`src/rtl/rws_pkg.sv`:
```
// Purpose: shared constants and types of the register window select block
// Assumes: 8-bit direct addresses, 16-bit memory addresses
// Notes: register offsets are byte addresses on the wishbone slave

package rws_pkg;

  // ---------------------------------------------------------------
  // register map
  // ---------------------------------------------------------------
  localparam int ADR_W = 8;
  localparam int DAT_W = 32;
  localparam logic [7:0] WSR_OFS = 8'h14;
  localparam logic [7:0] STAT_OFS = 8'h18;
  localparam logic [7:0] WSR_RESET = 8'h00;
  localparam int HOLD_BIT = 7;
  localparam logic [6:0] FIELD_MASK = 7'h7F;

  // ---------------------------------------------------------------
  // window geometry
  // ---------------------------------------------------------------
  localparam int SEL32_BIT = 6;
  localparam int SEL64_BIT = 5;
  localparam int SEL128_BIT = 4;
  localparam int IDX_W = 11;
  localparam logic [15:0] WIN_RAM_BASE = 16'h1800;
  localparam logic [7:0] BASE_32 = 8'hE0;
  localparam logic [7:0] BASE_64 = 8'hC0;
  localparam logic [7:0] BASE_128 = 8'h80;

  // status register fields
  localparam int STAT_BASE_LSB = 8;

  typedef enum logic [1:0] {
    RWS_NONE,
    RWS_W32,
    RWS_W64,
    RWS_W128
  } rws_size_e;

  typedef struct packed {
    logic hit;
    rws_size_e size;
    logic [15:0] addr;
  } rws_xlate_s;

endpackage : rws_pkg

```
`src/rtl/rws_xlate.sv`:
```
// Purpose: direct address to memory address translation
// Assumes: field is the low seven bits of the window select register
// Notes: purely combinational, the top registers the result

`timescale 1ns/1ps

module rws_xlate (
  input wire logic [6:0] field,
  input wire logic [7:0] direct_addr,
  output rws_pkg::rws_xlate_s res,
  output logic [7:0] win_base
);
  import rws_pkg::*;

  logic [IDX_W-1:0] idx;

  // ---------------------------------------------------------------
  // size decode, first set bit from the top wins
  // ---------------------------------------------------------------
  always_comb begin
    res = '0;
    win_base = '0;
    idx = '0;
    if (field[SEL32_BIT]) begin // RQ2
      res.size = RWS_W32;
      win_base = BASE_32;
      idx = {field[5:0], direct_addr[4:0]};
    end else if (field[SEL64_BIT]) begin // RQ3
      res.size = RWS_W64;
      win_base = BASE_64;
      idx = {field[4:0], direct_addr[5:0]};
    end else if (field[SEL128_BIT]) begin // RQ4
      res.size = RWS_W128;
      win_base = BASE_128;
      idx = {field[3:0], direct_addr[6:0]};
    end
    // no window: plain lower register file
    res.hit = (res.size != RWS_NONE) && (direct_addr >= win_base); // RQ12
    // number*size+offset packs into idx, so a sum is exact
    if (res.hit) begin
      res.addr = WIN_RAM_BASE + {5'h00, idx}; // RQ11 RQ1
    end else begin
      res.addr = {8'h00, direct_addr};
    end
  end

endmodule : rws_xlate

```
`src/rtl/rws_wsr.sv`:
```
// Purpose: window select register storage
// Assumes: pop restore and bus write are one-cycle strobes
// Notes: restore wins over a bus write in the same cycle

`timescale 1ns/1ps

module rws_wsr #(
  parameter bit HOLD_PRESENT = 1'b1
) (
  input wire logic mclk,
  input wire logic reset,
  input wire logic bus_wr,
  input wire logic [7:0] bus_data,
  input wire logic pop_wr,
  input wire logic [7:0] pop_data,
  output logic [7:0] wsr_q
);
  import rws_pkg::*;

  logic [7:0] wsr_d;
  logic [7:0] keep_mask;

  // ---------------------------------------------------------------
  // next value
  // ---------------------------------------------------------------
  always_comb begin
    // without bus-hold the top bit is reserved and held at zero
    keep_mask = {HOLD_PRESENT, FIELD_MASK}; // RQ9
    wsr_d = wsr_q;
    if (pop_wr) begin
      wsr_d = pop_data & keep_mask; // RQ10
    end else if (bus_wr) begin
      wsr_d = bus_data & keep_mask;
    end
  end

  always_ff @(posedge mclk) begin
    if (reset) begin
      wsr_q <= WSR_RESET;
    end else begin
      wsr_q <= wsr_d;
    end
  end
endmodule : rws_wsr

```
`src/rtl/rws_top.sv`:
```
// Purpose: register window select block with wishbone slave
// Assumes: core request and strobes synchronous to mclk
// Notes: translation answers one cycle after the request
//
// The implementer's own choice: the Wishbone interface to the registers.

`timescale 1ns/1ps

// Functional notes
// RQ1 - map RAM section into upper register file
// RQ2 - field bit 6 set: 32-byte window
// RQ3 - top bits 01: 64-byte window
// RQ4 - top bits 001: 128-byte window
// RQ5 - 1E00H seen at E0/C0/80 per selector
// RQ6 - 1FACH seen at ECH or ACH
// RQ7 - 1E4FH seen at EFH or CFH
// RQ8 - bit 7 enables bus-hold, not mapping
// RQ9 - software writes bit 7 zero if absent
// RQ10 - push saves, pop restores the register
// RQ11 - address = 1800H + number*size + offset
// RQ12 - no window when top three bits zero
module rws_top #(
  parameter bit HOLD_PRESENT = 1'b1
) (
  input wire logic mclk,
  input wire logic reset,
  input wire logic wb_cyc_i,
  input wire logic wb_stb_i,
  input wire logic wb_we_i,
  input wire logic [rws_pkg::ADR_W-1:0] wb_adr_i,
  input wire logic [3:0] wb_sel_i,
  input wire logic [rws_pkg::DAT_W-1:0] wb_dat_i,
  output logic [rws_pkg::DAT_W-1:0] wb_dat_o,
  output logic wb_ack_o,
  input wire logic core_req,
  input wire logic [7:0] core_addr,
  output rws_pkg::rws_xlate_s xlate_q,
  output logic xlate_vld_q,
  input wire logic push_all_instr,
  input wire logic pop_all_instr,
  input wire logic [7:0] pop_data,
  output logic [7:0] push_data_q,
  output logic push_vld_q,
  output logic hold_protocol_enable_q,
  output logic [7:0] window_select_reg
);
  import rws_pkg::*;

  // ---------------------------------------------------------------
  // wishbone slave
  // ---------------------------------------------------------------
  logic ack_d;
  logic [DAT_W-1:0] rdata_d;
  logic wsr_wr;
  logic [7:0] wsr_q;
  rws_xlate_s xl;
  logic [7:0] win_base;
  logic [DAT_W-1:0] stat_word;

  // a write lands on the edge where the master sees ack
  assign wsr_wr = wb_cyc_i && wb_stb_i && wb_we_i && wb_ack_o
                  && (wb_adr_i == WSR_OFS) && wb_sel_i[0];

  always_comb begin
    // ack is dropped for one cycle after each answer
    ack_d = wb_cyc_i && wb_stb_i && !wb_ack_o;
    stat_word = '0;
    stat_word[1:0] = xl.size;
    stat_word[STAT_BASE_LSB +: 8] = win_base;
    rdata_d = '0;
    if (ack_d && !wb_we_i) begin
      case (wb_adr_i)
        WSR_OFS: rdata_d = {24'h000000, wsr_q};
        STAT_OFS: rdata_d = stat_word;
        // unmapped reads answer zero
        default: rdata_d = '0;
      endcase
    end
  end

  always_ff @(posedge mclk) begin
    if (reset) begin
      wb_ack_o <= 1'b0;
      wb_dat_o <= '0;
    end else begin
      wb_ack_o <= ack_d;
      wb_dat_o <= rdata_d;
    end
  end

  // ---------------------------------------------------------------
  // register storage
  // ---------------------------------------------------------------
  rws_wsr #(
    .HOLD_PRESENT(HOLD_PRESENT)
  ) u_wsr (
    .mclk(mclk),
    .reset(reset),
    .bus_wr(wsr_wr),
    .bus_data(wb_dat_i[7:0]),
    .pop_wr(pop_all_instr), // RQ10
    .pop_data(pop_data),
    .wsr_q(wsr_q)
  );

  assign window_select_reg = wsr_q;

  // ---------------------------------------------------------------
  // translation
  // ---------------------------------------------------------------
  rws_xlate u_xlate (
    .field(wsr_q[6:0]),
    .direct_addr(core_addr),
    .res(xl),
    .win_base(win_base)
  );

  rws_xlate_s xlate_d;
  logic xlate_vld_d;
  logic [7:0] push_data_d;
  logic push_vld_d;
  logic hold_d;

  always_comb begin
    // result holds between requests
    xlate_d = core_req ? xl : xlate_q; // RQ1
    xlate_vld_d = core_req;
    push_vld_d = push_all_instr;
    push_data_d = push_all_instr ? wsr_q : push_data_q; // RQ10
    // hold bit is not fed to the window decode
    hold_d = HOLD_PRESENT && wsr_q[HOLD_BIT]; // RQ8
  end

  always_ff @(posedge mclk) begin
    if (reset) begin
      xlate_q <= '0;
      xlate_vld_q <= 1'b0;
      push_data_q <= '0;
      push_vld_q <= 1'b0;
      hold_protocol_enable_q <= 1'b0;
    end else begin
      xlate_q <= xlate_d;
      xlate_vld_q <= xlate_vld_d;
      push_data_q <= push_data_d;
      push_vld_q <= push_vld_d;
      hold_protocol_enable_q <= hold_d;
    end
  end
endmodule : rws_top

```
`config.mk`:
```
export PLATFORM = sky130hd
export DESIGN_NAME = rws_top
export DESIGN_NICKNAME = d
export VERILOG_FILES = /design/src/rtl/rws_pkg.sv /design/src/rtl/rws_xlate.sv /design/src/rtl/rws_wsr.sv /design/src/rtl/rws_top.sv
export SDC_FILE = /design/constraint.sdc
export NUM_CORES = 1
export LEC_CHECK = 0
export BUFFER_PORTS_ARGS = -buffer_cell sky130_fd_sc_hd__clkbuf_2
export CORE_MARGIN = 1.5
export CORE_UTILIZATION = 39
export CTS_BUF_LIST = sky130_fd_sc_hd__clkbuf_4 sky130_fd_sc_hd__clkbuf_8
export CTS_CLUSTER_DIAMETER = 60
export DETAILED_ROUTE_END_ITERATION = 10
export PLACE_DENSITY = 0.89
export SLEW_MARGIN = 30
export SYNTH_ARGS = -nofsm -noshare
export SYNTH_HDL_FRONTEND = slang
export SYNTH_SLANG_ARGS = --single-unit
```
`constraint.sdc`:
```
create_clock -name mclk -period 1.9 [get_ports mclk]
set_clock_uncertainty 0.05 [all_clocks]
set_input_delay 0.285 -clock mclk [delete_from_list [all_inputs] [get_ports mclk]]
set_output_delay 0.285 -clock mclk [all_outputs]
set_load 0.03 [all_outputs]
```
==> results_dict.tcl <==
set metrics [dict create \
    hold_slack_ns 0.199 \
    cp-startpoint "u_wsr.wsr_q[5]" \
    dp_cells 365 \
    hold_path_class "input pin to flip-flop" \
    combPwrFrac_pct 19.9 \
    maxSlewHeadroom_pct 66.7 \
    grt_max_degree 34 \
    synth_seq_area_share_pct 44.1 \
    cts_root_buf "clkbuf_8" \
    peakVddDrop_uv 432 \
    slew_violations 0 \
    syn_avg_cell_area_um2 9.50 \
    io_pins 139 \
    worstSetupEndpointType "flip-flop" \
    gp_congestion 0.825 \
    postCtsHoldBufs 0 \
    r2r_slack_ns 0.07 \
    crit_fanout 5 \
    firstDrtPassIters 4 \
    startpoint_type "flip-flop" \
    drv_cap 0 \
    yosysUniqueCellTypes 33 \
    finalCritPeriodShare_pct 96.2 \
    drtIter0Drc 82 \
    dieArea_um2 5680 \
    antennaDiodeCount 0 \
    synth_adder_area_share_pct 1.84 \
    run_status "completed" \
    die_w_um 75.4 \
    async_flop_share_pct 0 \
    syn_to_final_growth_pct 29.7 \
    die_height_um 75.4 \
    grtUsageTotal_pct 15.1 \
    antenna_found_initial 0 \
    insertion_delay_ns 0.29 \
    rsz0062_at_grt "yes" \
    wl_per_cell_um 11.7 \
    drt-vias-per-instance 4.61 \
    p_clk_share_pct 36.0 \
    powerDensity_nw_per_um2 875 \
    path_clk_slew_ns 0.08 \
    fp.coreArea_um2 5070 \
    min-delay-start "core_addr[0]" \
    rows 26 \
    ys_ff_latch 45 \
    cts_max_level 2 \
    p_int_uw 1660 \
    final-hold-violation-count 0 \
    grt_first_pass_wirelength_um 6440 \
    synth-simple-area-share_pct 16.1 \
    synthMuxAreaShare_pct 12.7 \
    io_buffers 87 \
    period_needed_ns 1.83 \
    regToRegStartpoint "u_wsr.wsr_q[5]" \
    seqPwrFrac_pct 44.1 \
    synth_top_family_by_area "simple AND/OR/NAND/NOR gates" \
    crit_required_ns 2.06 \
    ys_warn_count 0 \
    finalSetupViolCount 0 \
    stdcell_count 374 \
    fill_cells 496 \
    wirelength_um 4380 \
    cts_tree "done" \
    leakagePower_uw 0.00133 \
    syn_area_um2 2040 \
    cts_inserted_buffers 5 \
    cp.arrival_ns 1.99 \
    p_sw_uw 653 \
    num_vias 1724 \
    final_nets 374 \
    synth_cells 215 \
    synth_compound_area_share_pct 11.9 \
    drive_gt1_share_pct 37.5 \
    clock-sinks 45 \
    timing.fmax_ghz 0.547 \
    cts_max_path_buffers 2 \
    crit_type "flip-flop to flip-flop" \
    p_sw_share_pct 28.2 \
    ys.flop_type "dfxtp_1" \
    synth_edf_count 0 \
    place_hpwl_um 3370 \
    start_util_pct 40.2 \
    drc 0 \
    overflow 0 \
    ant_nets 0 \
    grt_pass1_vias 1455 \
    synthXorXnorAreaFrac_pct 0 \
    worst_pin_slew_ns 0.500 \
]
Yosys cell counts, drive strengths merged, types with 2 or more instances:
library cell   n  area share (%)
a211oi        12             4.9
a21oi          8             2.0
a221oi         2            0.86
and2           6             1.8
buf           28              10
clkbuf         9             1.7
dfxtp         45              44
ha             3             1.8
inv            6             1.1
mux2i         26              13
nand2          4            0.74
nand2b         4             1.2
nand3          3            0.74
nor2          35             6.4
nor2b          6             1.8
nor3           2            0.49
nor4           2            0.92
o21ai          3            0.74
layer usage:
layer | share of wire (%) | vias to the layer above | track usage (%)
met4 | 1.0 | 0 | 4.17
met3 | 7.5 | 6 | 4.50
met2 | 49 | 82 | 25.8
li1 | - | 858 | -
met5 | 0 | - | 0
met1 | 42 | 778 | 18.4
area by class of cell:
type / count / area [um^2] / share of cell area, %
clock buffer: 5 / 68.8 / 2.60
clock inverter: 3 / 65.1 / 2.46
inverter: 6 / 22.5 / 0.850
multi-input combinational: 150 / 987 / 37.3
sequential: 45 / 910 / 34.3
tap: 70 / 87.6 / 3.31
timing repair buffer: 95 / 508 / 19.2
cell usage in the layout, fill, tap and decap left out, types with 2 or more instances in the layout:
| cell type | n |
|---|---|
| a211oi_2 | 2 |
| nor2_1 | 35 |
| a21oi_1 | 6 |
| nand2_1 | 4 |
| a211oi_1 | 10 |
| clkbuf_2 | 87 |
| nand2b_1 | 4 |
| nor2b_1 | 6 |
| inv_1 | 6 |
| clkbuf_8 | 5 |
| nand3_1 | 3 |
| ha_1 | 3 |
| and2_1 | 6 |
| dfxtp_4 | 2 |
| o21ai_0 | 2 |
| conb_1 | 24 |
| buf_4 | 7 |
| mux2i_1 | 26 |
| bufinv_16 | 2 |
| dfxtp_1 | 42 |
| a221oi_1 | 2 |
logic make-up (layout without fill, tap and decap cells):
logic type / after synthesis / count (layout)
buffers and inverters: 43 / 109
flip-flops: 45 / 45
multiplexers: 26 / 26
AND/OR/NAND/NOR: 66 / 66
other: 1 / 24
AO/OA/AOI/OAI: 31 / 31
adder cells (fa/ha/maj): 3 / 3
timing repair:
| item | CTS | global route |
|---|---|---|
| gates resized for setup | 1 | 3 |
| setup buffers | 0 | 1 |
| endpoints found under the hold margin | 0 | 0 |
| pin swaps | 0 | 7 |
| setup endpoints to repair | 2 | 5 |
per-stage QoR:
step | power (uW) | setup slack (ns) | TNS, ns | cell area, um^2 | utilization, %
6_report | 2320 | 0.0714 | 0 | 2650 | 52.2
5_1_grt | 2430 | -0.0294 | -0.0780 | 2650 | 52.2
4_1_cts | 2320 | 0.0302 | 0 | 2630 | 51.8
3_5_place_dp | 1490 | -0.00746 | -0.00746 | 2490 | 49.1
3_3_place_gp | 1480 | 0.0430 | 0 | 2490 | 49.1
2_1_floorplan | 1400 | 0.00199 | 0 | 2160 | -
power by group through the flow:
| stage | clock network, uW | registers [uW] | logic [uW] |
|---|---|---|---|
| after global routing | 898 | 1030 | 501 |
| after global placement | 0 | 1040 | 440 |
| after detailed placement | 0 | 1040 | 448 |
| after floorplan | 0 | 1120 | 281 |
| final | 834 | 1020 | 461 |
| after CTS | 851 | 1020 | 450 |
sequential cells by signal (all words and copies together) (netlist names):
signal,count
xlate_q,14
wb_dat_o,11
push_data_q,8
u_wsr.wsr_q,8
hold_protocol_enable_q,1
push_vld_q,1
wb_ack_o,1
xlate_vld_q,1
final timing paths:
kind,to,depth (start not counted)
worst min-delay path,xlate_q[0],3
worst max-delay path,xlate_q[5],7
worst min register to register,xlate_q[10],2
worst max register to register,xlate_q[5],7
worst max-delay path, cell delays in order (launching register included):
cell	delay (ns)
dfxtp_4	0.37
nor2_1	0.17
ha_1	0.26
and4b_1	0.22
a21oi_2	0.22
a21oi_1	0.11
mux2i_1	0.13
a211oi_1	0.23
Power figures use the tool's default switching activity.
